## src/logic/csf_pkg.sv

```systemverilog
// Constants shared by the socket status-change flag block
package csf_pkg;

  // ****************************************************************
  // Register map
  // ****************************************************************
  localparam int          ADDR_WIDTH      = 8;
  localparam int          DATA_WIDTH      = 8;
  localparam int          FLAG_COUNT      = 4;
  localparam logic [7:0]  FLAGS_OFFSET    = 8'h04;
  localparam logic [7:0]  FLAGS_RESET     = 8'h00;
  localparam logic [3:0]  FLAG_RESET      = 4'h0;
  localparam logic [3:0]  UPPER_ZERO      = 4'h0;

  // ****************************************************************
  // Flag and enable bit positions
  // ****************************************************************
  localparam int          BIT_DETECT      = 3;
  localparam int          BIT_READY       = 2;
  localparam int          BIT_BATTERY_LOW = 1;
  localparam int          BIT_BATTERY_DEAD = 0;

  // ****************************************************************
  // Card pin indices; all card pins idle high
  // ****************************************************************
  localparam int          PIN_COUNT       = 5;
  localparam int          PIN_DETECT1     = 0;
  localparam int          PIN_DETECT2     = 1;
  localparam int          PIN_READY       = 2;
  localparam int          PIN_BATTERY_LOW = 3;
  localparam int          PIN_BATTERY_RING = 4;
  localparam logic        PIN_IDLE        = 1'b1;

  // ****************************************************************
  // Card kind and clear mode encodings
  // ****************************************************************
  typedef enum logic {
    CSF_MEMORY_CARD = 1'b0,
    CSF_IO_CARD     = 1'b1
  } csf_kind_type;

  typedef enum logic {
    CSF_CLEAR_ON_READ   = 1'b0,
    CSF_CLEAR_WRITE_ONE = 1'b1
  } csf_clear_type;

endpackage : csf_pkg

```

## src/logic/csf_pin_sync.sv

```systemverilog
// Three-stage synchroniser with agreement filter and edge pulses for one card pin
module csf_pin_sync #(
  parameter logic IDLE_LEVEL = 1'b1
) (
  input  wire logic clk_sys,
  input  wire logic rstn,
  input  wire logic clkEn,
  input  wire logic pinAsync,
  output logic      level,
  output logic      rise,
  output logic      fall
);

  logic stage1_q, stage2_q, stage3_q;
  logic level_q, level_d;
  logic rise_q, rise_d;
  logic fall_q, fall_d;

  // ****************************************************************
  // Filter: a change counts only once stages two and three agree
  // ****************************************************************
  always_comb begin
    level_d = level_q;
    if (stage2_q == stage3_q) begin
      level_d = stage3_q;
    end
    rise_d = level_d & ~level_q;
    fall_d = ~level_d & level_q;
  end

  always_ff @(posedge clk_sys or negedge rstn) begin
    if (!rstn) begin
      stage1_q <= IDLE_LEVEL;
      stage2_q <= IDLE_LEVEL;
      stage3_q <= IDLE_LEVEL;
      level_q  <= IDLE_LEVEL;
      rise_q   <= 1'b0;
      fall_q   <= 1'b0;
    end else if (clkEn) begin
      stage1_q <= pinAsync;
      stage2_q <= stage1_q;
      stage3_q <= stage2_q;
      level_q  <= level_d;
      rise_q   <= rise_d;
      fall_q   <= fall_d;
    end
  end

  assign level = level_q;
  assign rise  = rise_q;
  assign fall  = fall_q;

endmodule : csf_pin_sync

```

## src/logic/csf_status_flags.sv

```systemverilog
// Socket status-change flag register with enable gating, clear modes and interrupt
//
// Function
// Disabled source reads zero in its flag bit
// Enabled source condition sets flag, raises interrupt
// Global bit two picks read-clear or write-one-clear
// Host reads flags, then clears those it handled
// Bits seven to four always read zero
// Bit three set on either card-detect change
// Memory card: bit two set on READY rise
// I/O card: READY flag held at zero
// Memory card battery-low sets bit one; I/O zero
// Memory card bit zero: battery dead asserted
// Ring mode: bit zero reports ring input
// Register resets to zero, read-only except clears
// Per-source enables on bits three to zero
// Ring enable selects ring function of input
// Card kind bit selects memory or I/O meaning
// Interrupt held while any enabled flag set
module csf_status_flags
  import csf_pkg::*;
#(
  parameter int PIN_NUM = csf_pkg::PIN_COUNT
) (
  input  wire logic                           clk_sys,
  input  wire logic                           rstn,
  input  wire logic                           clkEn,
  input  wire logic [csf_pkg::ADDR_WIDTH-1:0] regAddr,
  input  wire logic                           regRead,
  input  wire logic                           regWrite,
  input  wire logic [csf_pkg::DATA_WIDTH-1:0] regWdata,
  output logic      [csf_pkg::DATA_WIDTH-1:0] regRdata,
  input  wire logic [csf_pkg::FLAG_COUNT-1:0] irqEnables,
  input  wire logic                           ring_function_enable,
  input  wire csf_pkg::csf_kind_type          card_kind_select,
  input  wire csf_pkg::csf_clear_type         clearMode,
  input  wire logic                           cardDetect1N,
  input  wire logic                           cardDetect2N,
  input  wire logic                           cardReady,
  input  wire logic                           batteryLowN,
  input  wire logic                           batteryDeadRingN,
  output logic                                statusIrq
);

  import csf_pkg::*;

  // ****************************************************************
  // Card pin synchronisers
  // ****************************************************************
  logic [PIN_NUM-1:0] pinRaw;
  logic [PIN_NUM-1:0] pinLevel;
  logic [PIN_NUM-1:0] pinRise;
  logic [PIN_NUM-1:0] pinFall;

  assign pinRaw[PIN_DETECT1]      = cardDetect1N;
  assign pinRaw[PIN_DETECT2]      = cardDetect2N;
  assign pinRaw[PIN_READY]        = cardReady;
  assign pinRaw[PIN_BATTERY_LOW]  = batteryLowN;
  assign pinRaw[PIN_BATTERY_RING] = batteryDeadRingN;

  genvar gi;
  generate
    for (gi = 0; gi < PIN_NUM; gi++) begin : g_pin
      csf_pin_sync #(
        .IDLE_LEVEL (PIN_IDLE)
      ) u_sync (
        .clk_sys  (clk_sys),
        .rstn     (rstn),
        .clkEn    (clkEn),
        .pinAsync (pinRaw[gi]),
        .level    (pinLevel[gi]),
        .rise     (pinRise[gi]),
        .fall     (pinFall[gi])
      );
    end
  endgenerate

  // ****************************************************************
  // Event detection and set vector
  // ****************************************************************
  logic                  memoryCard;
  logic                  ringMode;
  logic [FLAG_COUNT-1:0] eventVec;
  logic [FLAG_COUNT-1:0] kindMask;
  logic [FLAG_COUNT-1:0] setVec;
  logic                  ringActive;

  always_comb begin
    memoryCard = (card_kind_select == CSF_MEMORY_CARD);
    ringMode   = ring_function_enable;
    eventVec   = FLAG_RESET;
    kindMask   = {FLAG_COUNT{1'b1}};
    eventVec[BIT_DETECT] = pinRise[PIN_DETECT1] | pinFall[PIN_DETECT1]
                         | pinRise[PIN_DETECT2] | pinFall[PIN_DETECT2];
    eventVec[BIT_READY]        = pinRise[PIN_READY];
    eventVec[BIT_BATTERY_LOW]  = pinFall[PIN_BATTERY_LOW];
    // In ring mode bit zero is a live view, so it never latches
    eventVec[BIT_BATTERY_DEAD] = pinFall[PIN_BATTERY_RING] & ~ringMode;
    if (!memoryCard) begin
      kindMask[BIT_READY]       = 1'b0;
      kindMask[BIT_BATTERY_LOW] = 1'b0;
    end
    // A dead flag latched before ring mode would hold the interrupt
    // while hidden behind the live ring view, so it is dropped
    if (ringMode) begin
      kindMask[BIT_BATTERY_DEAD] = 1'b0;
    end
    setVec     = eventVec & irqEnables & kindMask;
    ringActive = ~pinLevel[PIN_BATTERY_RING];
  end

  // ****************************************************************
  // Flag register and read port
  // ****************************************************************
  logic [FLAG_COUNT-1:0] flags_q, flags_d;
  logic [DATA_WIDTH-1:0] rdata_q, rdata_d;
  logic                  irq_q, irq_d;
  logic                  rdHit;
  logic                  wrHit;
  logic [FLAG_COUNT-1:0] viewBits;
  logic [FLAG_COUNT-1:0] clearVec;

  always_comb begin
    rdHit    = regRead & (regAddr == FLAGS_OFFSET);
    wrHit    = regWrite & (regAddr == FLAGS_OFFSET);
    viewBits = flags_q & irqEnables & kindMask;
    if (ringMode) begin
      viewBits[BIT_BATTERY_DEAD] = ringActive & irqEnables[BIT_BATTERY_DEAD];
    end
    clearVec = FLAG_RESET;
    if (clearMode == CSF_CLEAR_ON_READ) begin
      // Only bits the host actually saw are cleared, so nothing is lost
      if (rdHit) begin
        clearVec = viewBits;
      end
    end else if (wrHit) begin
      clearVec = regWdata[FLAG_COUNT-1:0];
    end
    // Set beats clear; disabled or masked sources cannot hold a flag
    flags_d = ((flags_q & ~clearVec) | setVec) & irqEnables & kindMask;
    rdata_d = rdata_q;
    if (rdHit) begin
      rdata_d = {UPPER_ZERO, viewBits};
    end
    irq_d = |flags_d;
  end

  always_ff @(posedge clk_sys or negedge rstn) begin
    if (!rstn) begin
      flags_q <= FLAG_RESET;
      rdata_q <= FLAGS_RESET;
      irq_q   <= 1'b0;
    end else if (clkEn) begin
      flags_q <= flags_d;
      rdata_q <= rdata_d;
      irq_q   <= irq_d;
    end
  end

  assign regRdata  = rdata_q;
  assign statusIrq = irq_q;
endmodule : csf_status_flags

```

## config.mk

```make
export PLATFORM = sky130hd
export DESIGN_NAME = csf_status_flags
export DESIGN_NICKNAME = d
export VERILOG_FILES = /design/src/logic/csf_pkg.sv /design/src/logic/csf_pin_sync.sv /design/src/logic/csf_status_flags.sv
export SDC_FILE = /design/constraint.sdc
export NUM_CORES = 1
export LEC_CHECK = 0
export BUFFER_PORTS_ARGS = -buffer_cell sky130_fd_sc_hd__buf_4
export CORE_ASPECT_RATIO = 0.8
export CORE_MARGIN = 2
export CORE_UTILIZATION = 38
export DETAILED_ROUTE_END_ITERATION = 8
export HOLD_SLACK_MARGIN = 0.12
export PLACE_DENSITY_LB_ADDON = 0.15
export SLEW_MARGIN = 20
export SYNTH_ARGS = -nofsm -noshare
export SYNTH_HDL_FRONTEND = slang
export SYNTH_SLANG_ARGS = --single-unit
export TNS_END_PERCENT = 50
```

## constraint.sdc

```tcl
create_clock -name clk_sys -period 3.35 [get_ports clk_sys]
set_input_delay 0 -clock clk_sys [delete_from_list [all_inputs] [get_ports clk_sys]]
set_output_delay 0 -clock clk_sys [all_outputs]
set_load 0.02 [all_outputs]
```

# Word level (Yosys, flattened, before mapping)
# Index checks and enable logic that the tools add are counted.
# totals
ff_bits	36
inputBits	33
output_inout_bits	9
wordCells	81
# classes
eq_ne	6
muxes	11
n_bitwise	32
n_reduce_logical	2
# op_table
operator	count
4-bit bitwise AND	7
4-bit two-way mux	3
1-bit bitwise AND	11
1-bit inverter	9
8-bit by 3-bit == test with 1-bit output (second input constant)	1
1-bit two-way mux	7
1-bit == test	5
4-bit inverter	1
4-bit OR	1
4-bit OR reduction	1
1-bit OR	3
2-bit two-way mux	1
2-bit AND reduction	1

# Logic depth before layout (Yosys ltp)
# depth
word_depth	11
ltp_mapped	4
ltp_nobuf	4

# Modules after synthesis
# A second synthesis with hierarchy kept.
# unflattened
hier_cells	165
area_unflattened_um2	1930.6
# modules_own_cells
module	n_inst	cells_each	area_per_inst_um2
csf_pin_sync	5	21	270.3
csf_status_flags	1	60	579.3

# Worst setup path after synthesis
# No wires, ideal clock.
# synth_path
kind	in2reg
start	input port regAddr[1] in the netlist's numbering
end	register rdata_q[1], in the netlist regRdata[1]
setup_time_ps	125
arrival_time_ps	1282
t_required_ps	3225
path_slack_ps	1943
path_stages	4
path_cell_list	or4b_1 > or2_4 > nor2_4 > mux2_2
# synth_via
elab_chain_len	3
# synth_rtl
item	line	text
start, declared	csf_status_flags.sv:28	input wire logic [csf_pkg::ADDR_WIDTH-1:0] regAddr,
8-bit by 3-bit == test with 1-bit output	csf_status_flags.sv:124	rdHit = regRead & (regAddr == FLAGS_OFFSET);
1-bit bitwise AND	csf_status_flags.sv:124	
2-bit AND reduction (no line)	n/a	
end signal, assigned	csf_status_flags.sv:155	rdata_q <= rdata_d;
end, declared	csf_status_flags.sv:116	logic [DATA_WIDTH-1:0] rdata_q, rdata_d;
# Every way passes these cells.
# A chain may end at the register's enable or synchronous reset.

# Worst setup path in the final report
# layout_path
start	input port card_kind_select
end	register rdata_q[2], in the netlist regRdata[2]
# layout_via
elab_chain_len	2
# layout_rtl
item	line	text
start, declared	csf_status_flags.sv:35	input wire csf_pkg::csf_kind_type card_kind_select,
2-bit two-way mux	csf_status_flags.sv:99	if (!memoryCard) begin
4-bit bitwise AND	csf_status_flags.sv:126	viewBits = flags_q & irqEnables & kindMask;
# Every way passes these cells.

==> flow_summary_export.csv <==
group,metric,value,unit
status,outcome,"completed",
critical_path,end_kind,"flop",
floorplanning,dieArea,4990,µm²
critical_path,cp-startpoint,"card_kind_select",
synth,syn-cell-area,1690,µm²
drt,firstDrtPassIters,4,
critical_path,start_kind,"primary input",
final_layout,area_growth,31.8,%
cts,cts.htree.levels,2,
timing,skew,0.00619,ns
global_routing,antenna_found_initial,0,
synth,synthCells,142,
global_routing,grt_pass1_vias,1222,
drt,wl,3090,µm
timing,fmax,504,MHz
critical_path,worstPathArrival,2.20,ns
cts,numCtsBuffers,5,
pwr,power_leakage,0.000942,µW
critical_path,required,3.57,ns
drt,wire_per_inst,12.4,µm
synth,synth_seq_area_share,54.9,%
pwr,p_per_area,515,nW/µm²
drt,drt_first_iter_violations,90,
cts,clkSlewWorstSetupHoldPaths,0.07,ns
timing,fin_crit,1.99,ns
cts,cts_buffer_depth,2,
global_routing,grt_max_degree,43,
global_routing,overflow,0,
timing,finalHoldViolCount,0,
critical_path,cp_max_fo,3,
pwr,vdd_drop_max,433,µV
synth,ys_ff_latch,36,
timing,rsz0062_at_grt,"no",
cts,cts_tree,"built",
pwr,p_sw,280,µW
place,dp_slack,1.75,ns
place,hpwl,2170,µm
place,gp_congestion,0.770,
pwr,power.internal,864,µW
drt,ant_nets,0,
synth,synth_cell_types,30,
final_layout,drive_gt1_share,45.8,%
hold_path,hp-class,"in2reg",
run,maxCapViolCount,0,
drt,via_per_inst,4.84,
hold_path,holdCritStartpoint,"irqEnables[1]",
cts,clkSinkCount,36,
synth,yosys_warnings,0,
timing,maxSlewViolCount,0,
place,port-buffer-count,33,
timing,fin_crit_sh,59.3,%
pwr,sw_frac_of_total,24.5,%
global_routing,grt_util_all_layers,13.8,%
final_layout,nets,224,
floorplanning,num_rows,21,
timing,setup_viol_count_final,0,
pwr,clockPowerShare,32.3,%
global_routing,grt_pass1_wl,5440,µm
drt,drc,0,
floorplanning,io_pins,42,
timing,setup_tns,0,ns
pwr,pwr-share-comb,16.4,%
cts,clk_latency,0.28,ns
synth,avgSynthCellArea,11.9,µm²
floorplanning,die-width,78.5,µm
drt,vias,1204,
final_layout,diodes,0,
timing,fin_ws,1.36,ns
cts,clockRootBuffer,"clkbuf_8",
floorplanning,start_util,39.9,%
critical_path,crit_type,"in2reg",
floorplanning,die_y,63.6,µm
pwr,seqPwrFrac,51.3,%
critical_path,r2r_start,"g_pin[4].u_sync.level$_DFFE_PN1P_",
floorplanning,core,4230,µm²
placed cells by master (no fill, tap or decap), types with 2 or more instances in the layout:
| cell type | instances |
|---|---|
| nand3_1 | 2 |
| o41ai_1 | 2 |
| a21oi_1 | 12 |
| nor2_1 | 9 |
| buf_4 | 33 |
| clkbuf_8 | 5 |
| a31oi_1 | 3 |
| dfrtp_1 | 16 |
| dfstp_2 | 20 |
| inv_1 | 8 |
| o31ai_2 | 2 |
| o21ai_0 | 5 |
| mux2i_1 | 4 |
| mux2_2 | 21 |
| nand2_1 | 3 |
| nor3b_1 | 6 |
| nand2b_1 | 7 |
| conb_1 | 4 |
| dlygate4sd3_1 | 14 |
| nand4b_1 | 3 |
state kept, by name (all words and copies together) (netlist names):
name                   flops
flags_q                    4
g_pin.u_sync.rise          3
g_pin.u_sync.stage3_q      5
regRdata                   4
g_pin.u_sync.fall          4
g_pin.u_sync.level         5
g_pin.u_sync.stage2_q      5
statusIrq                  1
g_pin.u_sync.stage1_q      5
kinds of logic (layout without fill, tap and decap cells):
kind of cell,Yosys count,count (layout),synth area share [%]
DFF,36,36,54.9
and+or+nand+nor,36,36,13.3
AOI/OAI and AO/OA,28,28,10.8
muxes,25,25,16.4
buffers and inverters,16,63,4.45
other,1,4,0.222
Yosys cell counts:
cell      number  area [µm²]
clkbuf_1       2        7.51
or4b_1         1        10.0
a31oi_1        3        18.8
nor2_1         9        33.8
o21ai_0        5        25.0
mux2_2        21         236
nor2_4         1        11.3
a211o_2        1        10.0
a211o_1        1        8.76
dfstp_2       20         526
nand4b_1       3        26.3
conb_1         1        3.75
or2_4          1        8.76
nand2_1        3        11.3
nor3b_1        6        45.0
and2_1         1        6.26
a21oi_1       12        60.1
inv_1          8        30.0
nand3_1        2        10.0
buf_1          2        7.51
o31ai_2        2        25.0
a41oi_1        1        8.76
or4_4          1        11.3
buf_4          4        30.0
dfrtp_1       16         400
nor2b_1        1        6.26
o41ai_1        2        17.5
o211ai_1       1        7.51
nand2b_1       7        43.8
mux2i_1        4        40.0
layer usage:
layer	part of all wire [%]	vias to the layer above	track usage, %
met4	0.58	0	3.95
met2	50	26	23.2
li1	-	592	-
met5	0	-	0
met3	3.9	2	3.87
met1	46	584	17.6
power by group through the flow:
stage / sequential [µW] / clock (µW) / combinational, µW
2_1_floorplan: 583 / 0 / 119
3_3_place_gp: 588 / 0 / 171
3_5_place_dp: 593 / 0 / 178
4_1_cts: 587 / 386 / 191
5_1_grt: 598 / 408 / 210
6_report: 587 / 370 / 188
area by class of cell:
cell class | count | area, µm²
clock buffer | 5 | 68.8
clock inverter | 3 | 41.3
fill | 396 | 2010
inverter | 8 | 30.0
multi-input combinational | 93 | 697
sequential | 36 | 926
tap | 57 | 71.3
timing repair buffer | 47 | 388
worst paths after layout:
kind,slack [ns],to,cells past startpoint
max in group asynchronous,2.79,g_pin[2].u_sync.stage1_q$_DFFE_PN1P_,2
hold / removal,0.15,flags_q[1]$_DFFE_PN0P_,4
setup / recovery,1.36,regRdata[2]$_DFFE_PN0P_,6
setup reg to reg,1.92,regRdata[0]$_DFFE_PN0P_,4
hold reg to reg,0.51,g_pin[0].u_sync.fall$_DFFE_PN0P_,1
min in group asynchronous,0.21,regRdata[0]$_DFFE_PN0P_,2
stage by stage:
step | hold WS [ns] | utilization [%] | power, µW | instance area [µm²] | std cells
floorplan | -0.296 | - | 702 | 1700 | 145
global placement | -0.0281 | 46.6 | 759 | 1970 | 227
detailed placement | -0.0170 | 46.6 | 771 | 1970 | 227
CTS | 0.137 | 52.5 | 1160 | 2220 | 249
global route | 0.152 | 52.5 | 1220 | 2220 | 249
finish | 0.145 | 52.5 | 1140 | 2220 | 249
timing repair:
action	in CTS	in global routing
resized for setup	0	0
hold buffers	14	0
setup buffers	0	0
endpoints found under the hold margin	48	0
worst max-delay path: stages:
cell and delay (ns):
dlygate4sd3_1 0.54, buf_4 0.14, nand2b_1 0.15, dlygate4sd3_1 0.56
o41ai_1 0.23, dlygate4sd3_1 0.59
Power figures use the tool's default switching activity.
